$ cat src/srnvp_pkg.sv
package srnvp_pkg;

  // Instruction codes that reach this register
  localparam logic [7:0] SRNVP_CMD_WRITE_REGS = 8'h01;
  localparam logic [7:0] SRNVP_CMD_READ_ANY = 8'h65;
  localparam logic [7:0] SRNVP_CMD_WRITE_ANY = 8'h71;

  // Register selects for read-any / write-any
  localparam logic [2:0] SRNVP_SEL_STATUS_STORED = 3'h0;
  localparam logic [2:0] SRNVP_SEL_STATUS_LIVE = 3'h1;
  localparam logic [2:0] SRNVP_SEL_CONFIG_STORED = 3'h2;
  localparam logic [2:0] SRNVP_SEL_CONFIG_LIVE = 3'h3;

  // Field positions in the status registers
  localparam int SRNVP_WD_BIT = 7;
  localparam int SRNVP_PERR_BIT = 6;
  localparam int SRNVP_EERR_BIT = 5;
  localparam int SRNVP_BP_HI = 4;
  localparam int SRNVP_BP_LO = 2;
  localparam int SRNVP_WEL_BIT = 1;
  localparam int SRNVP_BUSY_BIT = 0;
  // Protection-select bit of the configuration register
  localparam int SRNVP_CFG_SEL_BIT = 3;

  // As-shipped contents and forced values
  localparam logic [7:0] SRNVP_STATUS_STORED_RST = 8'h00;
  localparam logic [7:0] SRNVP_CONFIG_STORED_RST = 8'h00;
  localparam logic [2:0] SRNVP_BP_LOCKED = 3'h7;
  localparam logic [7:0] SRNVP_ZERO_BYTE = 8'h00;
  // Pin level assumed before the synchroniser fills
  localparam logic SRNVP_WP_IDLE = 1'b1;

  // Array operations checked against block protection
  typedef enum logic [1:0] {
    SRNVP_OP_PROGRAM = 2'h0,
    SRNVP_OP_SECTOR_ERASE = 2'h1,
    SRNVP_OP_WHOLE_ERASE = 2'h2
  } srnvp_op_kind_t;

  // Decoded register command from the serial front end
  typedef struct packed {
    logic valid;
    logic [7:0] code;
    logic [2:0] sel;
    logic has_cfg;
    logic [7:0] data0;
    logic [7:0] data1;
  } srnvp_cmd_t;

  // Program or erase request
  typedef struct packed {
    logic valid;
    srnvp_op_kind_t kind;
    logic [23:0] addr;
  } srnvp_op_t;

endpackage

$ cat src/srnvp_sync2.sv
`timescale 1ns/1ps
module srnvp_sync2
  import srnvp_pkg::*;
#(
  parameter int W = 1
)(
  // Clock and reset
  input wire logic i_clk,
  input wire logic i_nrst,
  // Asynchronous level in, synchronised level out
  input wire logic [W-1:0] i_async,
  output logic [W-1:0] o_sync
);

  logic [W-1:0] stage1_reg;
  logic [W-1:0] stage2_reg;

  // Two flops; only the second stage is visible to logic
  always_ff @(posedge i_clk or negedge i_nrst)
  begin
    if (!i_nrst)
    begin
      stage1_reg <= {W{SRNVP_WP_IDLE}};
      stage2_reg <= {W{SRNVP_WP_IDLE}};
    end
    else
    begin
      stage1_reg <= i_async;
      stage2_reg <= stage1_reg;
    end
  end

  assign o_sync = stage2_reg;

endmodule

$ cat src/srnvp_area.sv
`timescale 1ns/1ps
module srnvp_area
  import srnvp_pkg::*;
#(
  parameter int ADDR_W = 24
)(
  // Active protect code and target address
  input wire logic [2:0] i_bp,
  input wire logic [ADDR_W-1:0] i_addr,
  // Address falls in the protected area
  output logic o_hit
);

  // Protected part grows from the top of the array in 64ths
  logic [6:0] span;
  logic [6:0] floor_64th;
  logic [6:0] addr_64th;

  assign span = (i_bp == 3'h0) ? 7'h00 : (7'h01 << (i_bp - 3'h1));
  assign floor_64th = 7'h40 - span;
  assign addr_64th = {1'b0, i_addr[ADDR_W-1 -: 6]};
  assign o_hit = (i_bp != 3'h0) && (addr_64th >= floor_64th);

endmodule

$ cat src/srnvp_top.sv
// Summary of operation
// - Decode write-regs, read-any, write-any instruction codes
// - Hardware protect: stored disable set, pin low
// - Hardware protect discards status/config register writes
// - Pin high allows status/config writes
// - Stored disable clear: pin ignored
// - Pin never gates other register writes
// - Live bit 7 mirrors stored disable
// - Stored bit 6 seeds program-error, read-only
// - Stored bit 5 seeds erase-error, read-only
// - Stored bit 1 seeds write latch, fixed
// - Stored bit 0 seeds busy flag, fixed
// - Select 0: write stores field, copies live
// - Select 1: write updates live field only
// - Going volatile forces stored field to ones
// - Protected area refuses program and erase
// - Whole erase only when active field zero
// - Reset reloads live copies from stored
// - Stored write refreshes the live copy
`timescale 1ns/1ps
module srnvp_top
  import srnvp_pkg::*;
#(
  parameter int ADDR_W = 24,
  parameter logic [7:0] STATUS_STORED_INIT = SRNVP_STATUS_STORED_RST,
  parameter logic [7:0] CONFIG_STORED_INIT = SRNVP_CONFIG_STORED_RST
)(
  // Clock and reset
  input wire logic i_clk,
  input wire logic i_nrst,
  // Hardware or software reset request, one-cycle pulse
  input wire logic i_reload,
  // Write-protect pin, active low
  input wire logic i_wp_n,
  // Register command
  input wire srnvp_cmd_t i_cmd,
  output logic o_cmd_ready,
  // Command answer
  output logic o_cmd_done,
  output logic o_cmd_discard,
  output logic o_other_write,
  output logic [7:0] o_rd_data,
  // Array operation check
  input wire srnvp_op_t i_op,
  output logic o_op_grant,
  output logic o_op_refuse,
  // Register contents
  output logic [7:0] o_status_stored,
  output logic [7:0] o_status_live,
  output logic [7:0] o_config_live,
  output logic o_hw_protect
);

  typedef enum logic [1:0] {
    SRNVP_ST_IDLE = 2'b01,
    SRNVP_ST_EXEC = 2'b10
  } srnvp_state_t;

  srnvp_state_t state_reg;
  srnvp_state_t state_next;
  srnvp_cmd_t cmd_reg;

  logic [7:0] status_one_stored_reg;
  logic [7:0] status_one_live_reg;
  logic [7:0] config_one_stored_reg;
  logic [7:0] config_one_live_reg;
  logic cmd_done_reg;
  logic cmd_discard_reg;
  logic other_write_reg;
  logic [7:0] rd_data_reg;
  logic op_grant_reg;
  logic op_refuse_reg;

  logic wp_n_sync;
  logic stored_write_disable;
  logic protect_select;
  logic hw_protect;
  logic [2:0] active_bp;
  logic area_hit;

  // Pin crosses into the clock domain before use
  srnvp_sync2 #(
    .W(1)
  ) u_wp_sync (
    .i_clk(i_clk),
    .i_nrst(i_nrst),
    .i_async(i_wp_n),
    .o_sync(wp_n_sync)
  );

  // Protection state
  assign stored_write_disable = status_one_stored_reg[SRNVP_WD_BIT];
  assign protect_select = config_one_stored_reg[SRNVP_CFG_SEL_BIT];
  assign hw_protect = stored_write_disable & ~wp_n_sync;
  assign active_bp = protect_select ?
    status_one_live_reg[SRNVP_BP_HI:SRNVP_BP_LO] :
    status_one_stored_reg[SRNVP_BP_HI:SRNVP_BP_LO];

  // Address range decode of the active protect field
  srnvp_area #(
    .ADDR_W(ADDR_W)
  ) u_area (
    .i_bp(active_bp),
    .i_addr(i_op.addr[ADDR_W-1:0]),
    .o_hit(area_hit)
  );

  // Command decode of the captured request
  logic is_wrr;
  logic is_read_any_register_cmd;
  logic is_write_any_register_cmd;
  logic sel_ours;
  logic wr_ours;
  logic wr_other;
  logic wr_blocked;
  logic wr_go;

  assign is_wrr = (cmd_reg.code == SRNVP_CMD_WRITE_REGS);
  assign is_read_any_register_cmd = (cmd_reg.code == SRNVP_CMD_READ_ANY);
  assign is_write_any_register_cmd = (cmd_reg.code == SRNVP_CMD_WRITE_ANY);
  assign sel_ours = (cmd_reg.sel <= SRNVP_SEL_CONFIG_LIVE);
  assign wr_ours = is_wrr | (is_write_any_register_cmd & sel_ours);
  assign wr_other = is_write_any_register_cmd & ~sel_ours;
  // Evaluated at execution so a late pin change still counts
  assign wr_blocked = wr_ours & hw_protect;
  assign wr_go = (state_reg == SRNVP_ST_EXEC) & wr_ours & ~wr_blocked;

  // Which register the write lands in
  logic hit_status_stored;
  logic hit_status_live;
  logic hit_config_stored;
  logic hit_config_live;

  assign hit_status_stored = wr_go &
    (is_wrr | (cmd_reg.sel == SRNVP_SEL_STATUS_STORED));
  assign hit_status_live = wr_go & is_write_any_register_cmd &
    (cmd_reg.sel == SRNVP_SEL_STATUS_LIVE);
  assign hit_config_stored = wr_go &
    ((is_wrr & cmd_reg.has_cfg) | (is_write_any_register_cmd & (cmd_reg.sel == SRNVP_SEL_CONFIG_STORED)));
  assign hit_config_live = wr_go & is_write_any_register_cmd &
    (cmd_reg.sel == SRNVP_SEL_CONFIG_LIVE);

  // Byte written to the status register, either via write-regs or write-any
  logic [7:0] status_byte;
  logic [7:0] config_byte;
  logic [2:0] new_bp;
  logic bp_stored_open;
  logic going_volatile;

  assign status_byte = is_wrr ? cmd_reg.data0 : cmd_reg.data0;
  assign config_byte = is_wrr ? cmd_reg.data1 : cmd_reg.data0;
  assign new_bp = status_byte[SRNVP_BP_HI:SRNVP_BP_LO];
  // Field stays user-programmable only while selection is stored
  assign bp_stored_open = ~protect_select;
  // Selection is one-way: once volatile it cannot return
  assign going_volatile = hit_config_stored & ~protect_select &
    config_byte[SRNVP_CFG_SEL_BIT];

  // Next stored status: only the disable bit and protect field are writable
  logic [7:0] status_stored_next;
  always_comb
  begin
    status_stored_next = status_one_stored_reg;
    if (hit_status_stored)
    begin
      status_stored_next[SRNVP_WD_BIT] = status_byte[SRNVP_WD_BIT];
      if (bp_stored_open & ~is_wrr)
        status_stored_next[SRNVP_BP_HI:SRNVP_BP_LO] = new_bp;
      if (bp_stored_open & is_wrr)
        status_stored_next[SRNVP_BP_HI:SRNVP_BP_LO] = new_bp;
      // Default bits 6,5,1,0 keep their stored values
      status_stored_next[SRNVP_PERR_BIT] = status_one_stored_reg[SRNVP_PERR_BIT];
      status_stored_next[SRNVP_EERR_BIT] = status_one_stored_reg[SRNVP_EERR_BIT];
      status_stored_next[SRNVP_WEL_BIT] = status_one_stored_reg[SRNVP_WEL_BIT];
      status_stored_next[SRNVP_BUSY_BIT] = status_one_stored_reg[SRNVP_BUSY_BIT];
    end
    if (going_volatile)
      status_stored_next[SRNVP_BP_HI:SRNVP_BP_LO] = SRNVP_BP_LOCKED;
  end

  // Next stored configuration: the select bit can only be set
  logic [7:0] config_stored_next;
  always_comb
  begin
    config_stored_next = config_one_stored_reg;
    if (hit_config_stored)
    begin
      config_stored_next = config_byte;
      config_stored_next[SRNVP_CFG_SEL_BIT] = protect_select |
        config_byte[SRNVP_CFG_SEL_BIT];
    end
  end

  // Next live status
  logic [7:0] status_live_next;
  always_comb
  begin
    status_live_next = status_one_live_reg;
    if (i_reload)
      status_live_next = status_one_stored_reg;
    else
    begin
      // Stored rewrite refreshes disable and, when stored, protect field
      status_live_next[SRNVP_WD_BIT] = status_stored_next[SRNVP_WD_BIT];
      if (~protect_select & ~going_volatile)
        status_live_next[SRNVP_BP_HI:SRNVP_BP_LO] =
          status_stored_next[SRNVP_BP_HI:SRNVP_BP_LO];
      // Switching to volatile must not copy the forced ones into the live field
      if (~protect_select & going_volatile & hit_status_stored)
        status_live_next[SRNVP_BP_HI:SRNVP_BP_LO] = new_bp;
      if (protect_select & (hit_status_live | (hit_status_stored & is_wrr)))
        status_live_next[SRNVP_BP_HI:SRNVP_BP_LO] = new_bp;
    end
  end

  // Next live configuration
  logic [7:0] config_live_next;
  always_comb
  begin
    config_live_next = config_one_live_reg;
    if (i_reload | hit_config_stored)
      config_live_next = config_stored_next;
    else if (hit_config_live)
    begin
      config_live_next = cmd_reg.data0;
      // Selection lives only in the stored copy
      config_live_next[SRNVP_CFG_SEL_BIT] = protect_select;
    end
  end

  // Read-any data select
  logic [7:0] rd_sel_data;
  always_comb
  begin
    rd_sel_data = SRNVP_ZERO_BYTE;
    unique case (cmd_reg.sel)
      SRNVP_SEL_STATUS_STORED: rd_sel_data = status_one_stored_reg;
      SRNVP_SEL_STATUS_LIVE: rd_sel_data = status_one_live_reg;
      SRNVP_SEL_CONFIG_STORED: rd_sel_data = config_one_stored_reg;
      SRNVP_SEL_CONFIG_LIVE: rd_sel_data = config_one_live_reg;
      default: rd_sel_data = SRNVP_ZERO_BYTE;
    endcase
  end

  // Command sequencer: capture, then execute
  always_comb
  begin
    state_next = state_reg;
    unique case (state_reg)
      SRNVP_ST_IDLE:
        if (i_cmd.valid)
          state_next = SRNVP_ST_EXEC;
      SRNVP_ST_EXEC:
        state_next = SRNVP_ST_IDLE;
      default:
        state_next = SRNVP_ST_IDLE;
    endcase
  end

  assign o_cmd_ready = (state_reg == SRNVP_ST_IDLE);

  // Array operation verdict
  logic op_ok;
  assign op_ok = (i_op.kind == SRNVP_OP_WHOLE_ERASE) ?
    (active_bp == 3'h0) :
    ~area_hit;

  // Sequencer and command capture
  always_ff @(posedge i_clk or negedge i_nrst)
  begin
    if (!i_nrst)
    begin
      state_reg <= SRNVP_ST_IDLE;
      cmd_reg <= '0;
    end
    else
    begin
      state_reg <= state_next;
      if (o_cmd_ready & i_cmd.valid)
        cmd_reg <= i_cmd;
    end
  end

  // Stored registers; power-on gives the as-shipped contents
  always_ff @(posedge i_clk or negedge i_nrst)
  begin
    if (!i_nrst)
    begin
      status_one_stored_reg <= STATUS_STORED_INIT;
      config_one_stored_reg <= CONFIG_STORED_INIT;
    end
    else
    begin
      status_one_stored_reg <= status_stored_next;
      config_one_stored_reg <= config_stored_next;
    end
  end

  // Live registers; power-on loads them from the stored values
  always_ff @(posedge i_clk or negedge i_nrst)
  begin
    if (!i_nrst)
    begin
      status_one_live_reg <= STATUS_STORED_INIT;
      config_one_live_reg <= CONFIG_STORED_INIT;
    end
    else
    begin
      status_one_live_reg <= status_live_next;
      config_one_live_reg <= config_live_next;
    end
  end

  // Command answer flags, one-cycle pulses
  always_ff @(posedge i_clk or negedge i_nrst)
  begin
    if (!i_nrst)
    begin
      cmd_done_reg <= 1'b0;
      cmd_discard_reg <= 1'b0;
      other_write_reg <= 1'b0;
      rd_data_reg <= SRNVP_ZERO_BYTE;
    end
    else
    begin
      cmd_done_reg <= (state_reg == SRNVP_ST_EXEC);
      cmd_discard_reg <= (state_reg == SRNVP_ST_EXEC) & wr_blocked;
      other_write_reg <= (state_reg == SRNVP_ST_EXEC) & wr_other;
      if ((state_reg == SRNVP_ST_EXEC) & is_read_any_register_cmd)
        rd_data_reg <= rd_sel_data;
    end
  end

  // Operation verdict, one cycle after the request
  always_ff @(posedge i_clk or negedge i_nrst)
  begin
    if (!i_nrst)
    begin
      op_grant_reg <= 1'b0;
      op_refuse_reg <= 1'b0;
    end
    else
    begin
      op_grant_reg <= i_op.valid & op_ok;
      op_refuse_reg <= i_op.valid & ~op_ok;
    end
  end

  // Outputs
  assign o_cmd_done = cmd_done_reg;
  assign o_cmd_discard = cmd_discard_reg;
  assign o_other_write = other_write_reg;
  assign o_rd_data = rd_data_reg;
  assign o_op_grant = op_grant_reg;
  assign o_op_refuse = op_refuse_reg;
  assign o_status_stored = status_one_stored_reg;
  assign o_status_live = status_one_live_reg;
  assign o_config_live = config_one_live_reg;
  assign o_hw_protect = hw_protect;

endmodule

$ cat config.mk
export PLATFORM = sky130hd
export DESIGN_NAME = srnvp_top
export DESIGN_NICKNAME = d
export VERILOG_FILES = /design/src/srnvp_pkg.sv /design/src/srnvp_sync2.sv /design/src/srnvp_area.sv /design/src/srnvp_top.sv
export SDC_FILE = /design/constraint.sdc
export NUM_CORES = 1
export LEC_CHECK = 0
export BUFFER_PORTS_ARGS = -buffer_cell sky130_fd_sc_hd__buf_2
export CORE_MARGIN = 1
export CORE_UTILIZATION = 53
export CTS_BUF_LIST = sky130_fd_sc_hd__clkbuf_4 sky130_fd_sc_hd__clkbuf_8 sky130_fd_sc_hd__clkbuf_16
export CTS_CLUSTER_DIAMETER = 150
export DETAILED_ROUTE_END_ITERATION = 12
export PLACE_DENSITY_LB_ADDON = 0.15
export SLEW_MARGIN = 20
export SYNTH_ARGS = -nofsm -noshare
export SYNTH_HDL_FRONTEND = slang
export SYNTH_HIERARCHICAL = 1
export SYNTH_SLANG_ARGS = --single-unit
$ cat constraint.sdc
create_clock -name i_clk -period 3.8 [get_ports i_clk]
set_input_delay 0.38 -clock i_clk [delete_from_list [all_inputs] [get_ports i_clk]]
set_output_delay 0.38 -clock i_clk [all_outputs]
set_load 0.02 [all_outputs]
; ---- Word level (Yosys, flattened, before mapping)
; Index checks and enable logic that the tools add are counted.
[classes]
add_sub_neg = 2
mul = 0
n_div = 0
magnitude_cmp = 2
eq_ne = 10
shift = 1
n_mux = 19
n_bitwise = 42
n_reduce_logical = 6
[ops]
columns = operator, n
row1 = $mux 8, 5
row2 = $pmux 8 s4, 1
row3 = $and 1x1->1, 28
row4 = $mux 3, 8
row5 = $eq 8x7->1 const B, 2
row6 = $eq 8x1->1 const B, 1
row7 = $not 1->1, 8
row8 = $ge 6x7->1, 1
row9 = $mux 7, 1
row10 = $shl 1x3->7 const A, 1
row11 = $sub 7x7->7 const A, 1
row12 = $eq 3x2->1 const B, 2
row13 = $logic_not 3->1, 2
row14 = $or 1x1->1, 6
row15 = $eq 2x2->1 const B, 2
row16 = $mux 2, 2
row17 = $reduce_bool 4->1, 1
row18 = $eq 3x1->1 const B, 1
row19 = $le 3x2->1 const B, 1
row20 = $reduce_bool 3->1, 1
row21 = $sub 3x1->3 const B, 1
row22 = $eq 2x1->1 const B, 1
row23 = $mux 1, 2
row24 = $ne 2x2->1 const B, 1
row25 = 2 further kinds, 2
[totals]
regBits = 69
latchBits = 0
ram_bits = 0
mem_bits_ro = 0
inputBits = 60
out_inout_bits = 39
wordCells = 101
memories = 0

; ---- Longest topological paths before layout
[logic_depth]
word_depth = 15
mapped_depth = 16
ltp_nobuf = 15

; ---- Hierarchy
; The synthesis kept the hierarchy.
[modules_own_cells]
columns = mod, n_inst, cells_each, area_per_inst_um2, seq_area_each_um2
row1 = srnvp_top, 1, 351, 3393.3, 1677.9
row2 = srnvp_area, 1, 39, 250.2, 0.0
row3 = srnvp_sync2, 1, 2, 52.6, 52.6

; ---- Least setup slack after synthesis
; Ideal clock, no wire load.
[synth_timing]
path_kind = flip-flop to flip-flop
start = register status_one_stored_reg[3] (netlist: o_status_stored[3])
end = register op_grant_reg (netlist: o_op_grant)
setup_time_ns = 0.119
arrival_time_ns = 2.700
required_time_ns = 3.681
path_slack_ns = 0.981
stages_incl_launch_ff = 15
path_buffers = 0
period_less_slack_ns = 2.819
cell_sequence = dfrtp_1 -> mux2_2 -> nand2b_1 -> or2_2 -> ha_1 -> inv_2 -> xnor2_1 -> ha_1 -> nand2_1 -> o21ai_0 -> nand4_1 -> a21oi_1 -> a21oi_1 -> a31o_2 -> and2_1
[synth_via]
elab_chain_cells = 10
elab_cells_between_ends = 12
cone_classes = add/sub (2) / order compare (1) / shift (1) / mux (3) / bitwise (2) / reduce/logical (3)
[synth_rtl]
columns = element, line
row1 = "start, declared", srnvp_top.sv:63  ; logic [7:0] status_one_stored_reg;
row2 = "start signal, assigned", srnvp_top.sv:294  ; status_one_stored_reg <= status_stored_next;
row3 = $mux 3 (*), srnvp_top.sv:95  ; assign active_bp = protect_select ?
row4 = via active_bp[1], srnvp_top.sv:78  ; logic [2:0] active_bp;
row5 = $sub 3x1->3, srnvp_area.sv:19  ; assign span = (i_bp == 3'h0) ? 7'h00 : (7'h01 << (i_bp - 3'h1));
row6 = $shl 1x3->7, srnvp_area.sv:19
row7 = $mux 7, srnvp_area.sv:19
row8 = $sub 7x7->7, srnvp_area.sv:20  ; assign floor_64th = 7'h40 - span;
row9 = $ge 6x7->1, srnvp_area.sv:22  ; assign o_hit = (i_bp != 3'h0) && (addr_64th >= floor_64th);
row10 = $logic_and 1x1->1 (*), srnvp_area.sv:22
row11 = via area_hit, srnvp_top.sv:79  ; logic area_hit;
row12 = $not 1->1 (*), srnvp_top.sv:266  ; ~area_hit;
row13 = $mux 1 (*), srnvp_top.sv:264  ; assign op_ok = (i_op.kind == SRNVP_OP_WHOLE_ERASE) ?
row14 = $and 1x1->1 (*), srnvp_top.sv:344  ; op_grant_reg <= i_op.valid & op_ok;
row15 = "end signal, assigned", srnvp_top.sv:344
row16 = "end, declared", srnvp_top.sv:71  ; logic op_grant_reg;
; The timed path passes the listed nets; every way through them passes the cells marked *.
; A chain may end at the register's enable or synchronous reset.

; ---- Final worst setup path
[layout_timing]
start = register config_one_stored_reg[3]
end = register op_grant_reg (netlist: o_op_grant)
[layout_via]
elab_chain_cells = 10
elab_cells_between_ends = 12
cone_classes = add/sub (2) / order compare (1) / shift (1) / mux (3) / bitwise (2) / reduce/logical (3)
[layout_rtl]
columns = element, line
row1 = "start, declared", srnvp_top.sv:65  ; logic [7:0] config_one_stored_reg;
row2 = "start signal, assigned", srnvp_top.sv:295  ; config_one_stored_reg <= config_stored_next;
row3 = $mux 3 (*), srnvp_top.sv:95
row4 = via active_bp[1], srnvp_top.sv:78
row5 = $sub 3x1->3, srnvp_area.sv:19
row6 = $shl 1x3->7, srnvp_area.sv:19
row7 = $mux 7, srnvp_area.sv:19
row8 = $sub 7x7->7, srnvp_area.sv:20
row9 = $ge 6x7->1, srnvp_area.sv:22
row10 = $logic_and 1x1->1 (*), srnvp_area.sv:22
row11 = via area_hit, srnvp_top.sv:79
row12 = $not 1->1 (*), srnvp_top.sv:266
row13 = $mux 1 (*), srnvp_top.sv:264
row14 = $and 1x1->1 (*), srnvp_top.sv:344
; Marked as above.

==> results_dict.tcl <==
set metrics [dict create \
    status "complete, no violations" \
    clkPwrFrac_pct 29.3 \
    cts_buffers 9 \
    drtIter0Drc 234 \
    fin_hold_ws_ns 0.0261 \
    clk_latency_ns 0.35 \
    die-area_um2 7310 \
    gp_congestion 0.883 \
    slew_viol_final 0 \
    critical-path-top-delay-family "simple AND/OR/NAND/NOR gates" \
    p_seq_share_pct 46.0 \
    die_w_um 85.5 \
    comb_power_share_pct 24.7 \
    hpwl_mm 6.18 \
    drive_gt1_share_pct 26.0 \
    post_cts_buffers 0 \
    nets 528 \
    syn_area_um2 3700 \
    stdcell_count 546 \
    yosysUniqueCellTypes 63 \
    finalCritPeriodShare_pct 86.1 \
    yosysTopAreaCellShare_pct 44.7 \
    period_needed_ns 3.27 \
    drt-vias-per-instance 5.71 \
    ys.flop_type "dfrtp_1" \
    fmax_mhz 306 \
    synthTopCellsByArea "dfrtp_1 45%, nand2_1 10%, mux2i_1 3.8%" \
    hold_viol_final 0 \
    crit_slowest_cell "dfrtp_1" \
    path_cells "mux2_2 -> nand2b_1 -> or2_2 -> ha_1 -> inv_2 -> xnor2_1 -> ha_1 -> nand2_1 -> o21ai_0 -> nand4_1 -> a21oi_1 -> a21oi_1 -> a31o_2 -> and2_1" \
    cap_violations 0 \
    switchingPower_mw 0.704 \
    path_buf_inv 1 \
    regToRegSetupSlack_ns 0.53 \
    place_inst 530 \
    grt_start_max_net_pins 44 \
    ir_drop_mv 0.314 \
    cts_resized 0 \
    min_path_type "in -> async" \
    setup_viol 0 \
    ioPinCount 99 \
    critPathMaxStageDelay_ns 0.59 \
    crit_arrival_ns 3.52 \
    drtAntennaViolNets 0 \
    area_growth_pct 15.6 \
    tightest_slew_ns 0.875 \
    async_flop_share_pct 100 \
    num_rows 30 \
    largest_reg_flops 20 \
    maxSlewHeadroom_pct 41.4 \
    ys_seq_area_share_pct 46.8 \
    cts_buffer_depth 2 \
    cts.clk_slew.worst_paths_ns 0.08 \
    start_kind "flop" \
    p_int_mw 1.37 \
    portBuffers 72 \
    required_ns 4.05 \
    netlist_instances 392 \
    synth.avg_cell_area_um2 9.43 \
    fin_setup_tns_ns 0 \
    cts_root_buf "clkbuf_8" \
    wl_mm 8.62 \
    ys_ff_latch 69 \
    antenna_found_initial 0 \
    cts_sinks 69 \
    synth_edf_count 0 \
    diodes 0 \
    reg2reg_depth 14 \
    grt_pass1_wl_mm 14.6 \
    yosysWarnings 6 \
    avgRoutedWirePerCell_um 15.8 \
    power_mw 2.07 \
    p_leak_nw 2.16 \
    detail_route.first_pass.iterations 4 \
    critical_path_class "reg -> reg" \
    power.density_nw_per_um2 485 \
    yosys.area.top_type "dfrtp_1" \
    post-route-drc-count 0 \
    rsz0062_at_grt "no" \
    core-area_um2 6760 \
    skew_ns 0.0123 \
    crit_path_max_fanout 14 \
    sw_frac_of_total_pct 34.0 \
    r2r-end "o_op_grant$_DFF_PN0_" \
    die_h_um 85.5 \
    grt_pass1_vias 2997 \
    initial_core_util_pct 54.7 \
    dr_total_vias 3119 \
    critPathCaptureType "flop" \
    grt_usage_pct 26.0 \
    cts_tree "yes" \
    r2r_start "config_one_stored_reg[3]$_DFF_PN0_" \
    h-tree-depth 3 \
    grt-ovfl-total 0 \
    cts_hold_buf 0 \
]
## cells in the final DEF (no fill, tap or decap), types with 3 or more instances in the layout
cell type  instances
buf_4              3
conb_1             8
nor2b_1            4
ha_1               7
nor3_1            11
o21ai_0            9
inv_1             18
o31ai_1            5
or3_1              4
buf_2             72
o22ai_1            8
nand2_1          101
o32ai_1            8
o22a_1             3
dfrtp_1           66
a21oi_1           14
mux2_2             4
clkbuf_8          10
dfstp_2            3
nand4b_1           4
a211oi_1           3
nor2_1            21
o221ai_1           3
mux2i_1           14
clkinv_2           3
mux4_2             4
nand2b_1          10
or2_2              4
## metrics by stage
| stage | instance area [µm²] | worst slack [ns] | utilization [%] |
|---|---|---|---|
| 3_3_place_gp | 4070 | 0.643 | 60.3 |
| 4_1_cts | 4270 | 0.520 | 63.2 |
| 3_5_place_dp | 4070 | 0.530 | 60.3 |
| 5_1_grt | 4270 | 0.237 | 63.2 |
| 2_1_floorplan | 3720 | 0.981 | - |
| 6_report | 4270 | 0.528 | 63.2 |
## cell usage after synthesis (9+ instances only)
cell type / n
inv_1: 18
clkbuf_1: 10
dfrtp_1: 66
nand2b_1: 10
nand2_1: 101
mux2i_1: 14
a21oi_1: 14
nor2_1: 21
nor3_1: 11
o21ai_0: 9
## cells by family after synthesis
logic type | after synthesis | synth area share [%]
buffers and inverters | 43 | 5.52
other | 1 | 0.101
muxes | 24 | 8.06
and+or+nand+nor | 178 | 23.2
adders and majority gates | 8 | 2.67
xor gates and xnor gates | 1 | 0.237
AOI/OAI and AO/OA | 68 | 13.4
DFF | 69 | 46.8
## how the worst max path moves through the flow
stage | start | end | depth (start not counted)
2_1_floorplan | o_status_stored[3]$_DFF_PN0_ | o_op_grant$_DFF_PN0_ | 14
3_3_place_gp | config_one_stored_reg[3]$_DFF_PN0_ | o_op_grant$_DFF_PN0_ | 14
3_5_place_dp | config_one_stored_reg[3]$_DFF_PN0_ | o_op_grant$_DFF_PN0_ | 14
4_1_cts | config_one_stored_reg[3]$_DFF_PN0_ | o_op_grant$_DFF_PN0_ | 14
5_1_grt | config_one_stored_reg[3]$_DFF_PN0_ | o_op_grant$_DFF_PN0_ | 14
6_report | config_one_stored_reg[3]$_DFF_PN0_ | o_op_grant$_DFF_PN0_ | 14
## power by group through the flow
stage / combinational [mW] / clock (mW) / sequential (mW)
2_1_floorplan: 0.370 / 0 / 0.943
3_3_place_gp: 0.492 / 0 / 0.962
3_5_place_dp: 0.513 / 0 / 0.965
4_1_cts: 0.515 / 0.616 / 0.952
5_1_grt: 0.580 / 0.646 / 0.968
6_report: 0.511 / 0.606 / 0.953
## routing by layer
metal | wire [µm] | track usage, %
met3 | 466 | 5.39
met2 | 4210 | 42.8
met1 | 3810 | 35.0
met5 | 0 | 0
met4 | 129 | 8.18
## area by class of cell
class | instances | area, µm²
Fill cell | 608 | 2480
Multi-Input combinational cell | 287 | 1790
Sequential cell | 69 | 1730
Timing Repair Buffer | 75 | 383
Clock buffer | 10 | 138
Tap cell | 80 | 100
Inverter | 19 | 71.3
Clock inverter | 6 | 61.3
(Power assumes the default switching activity.)
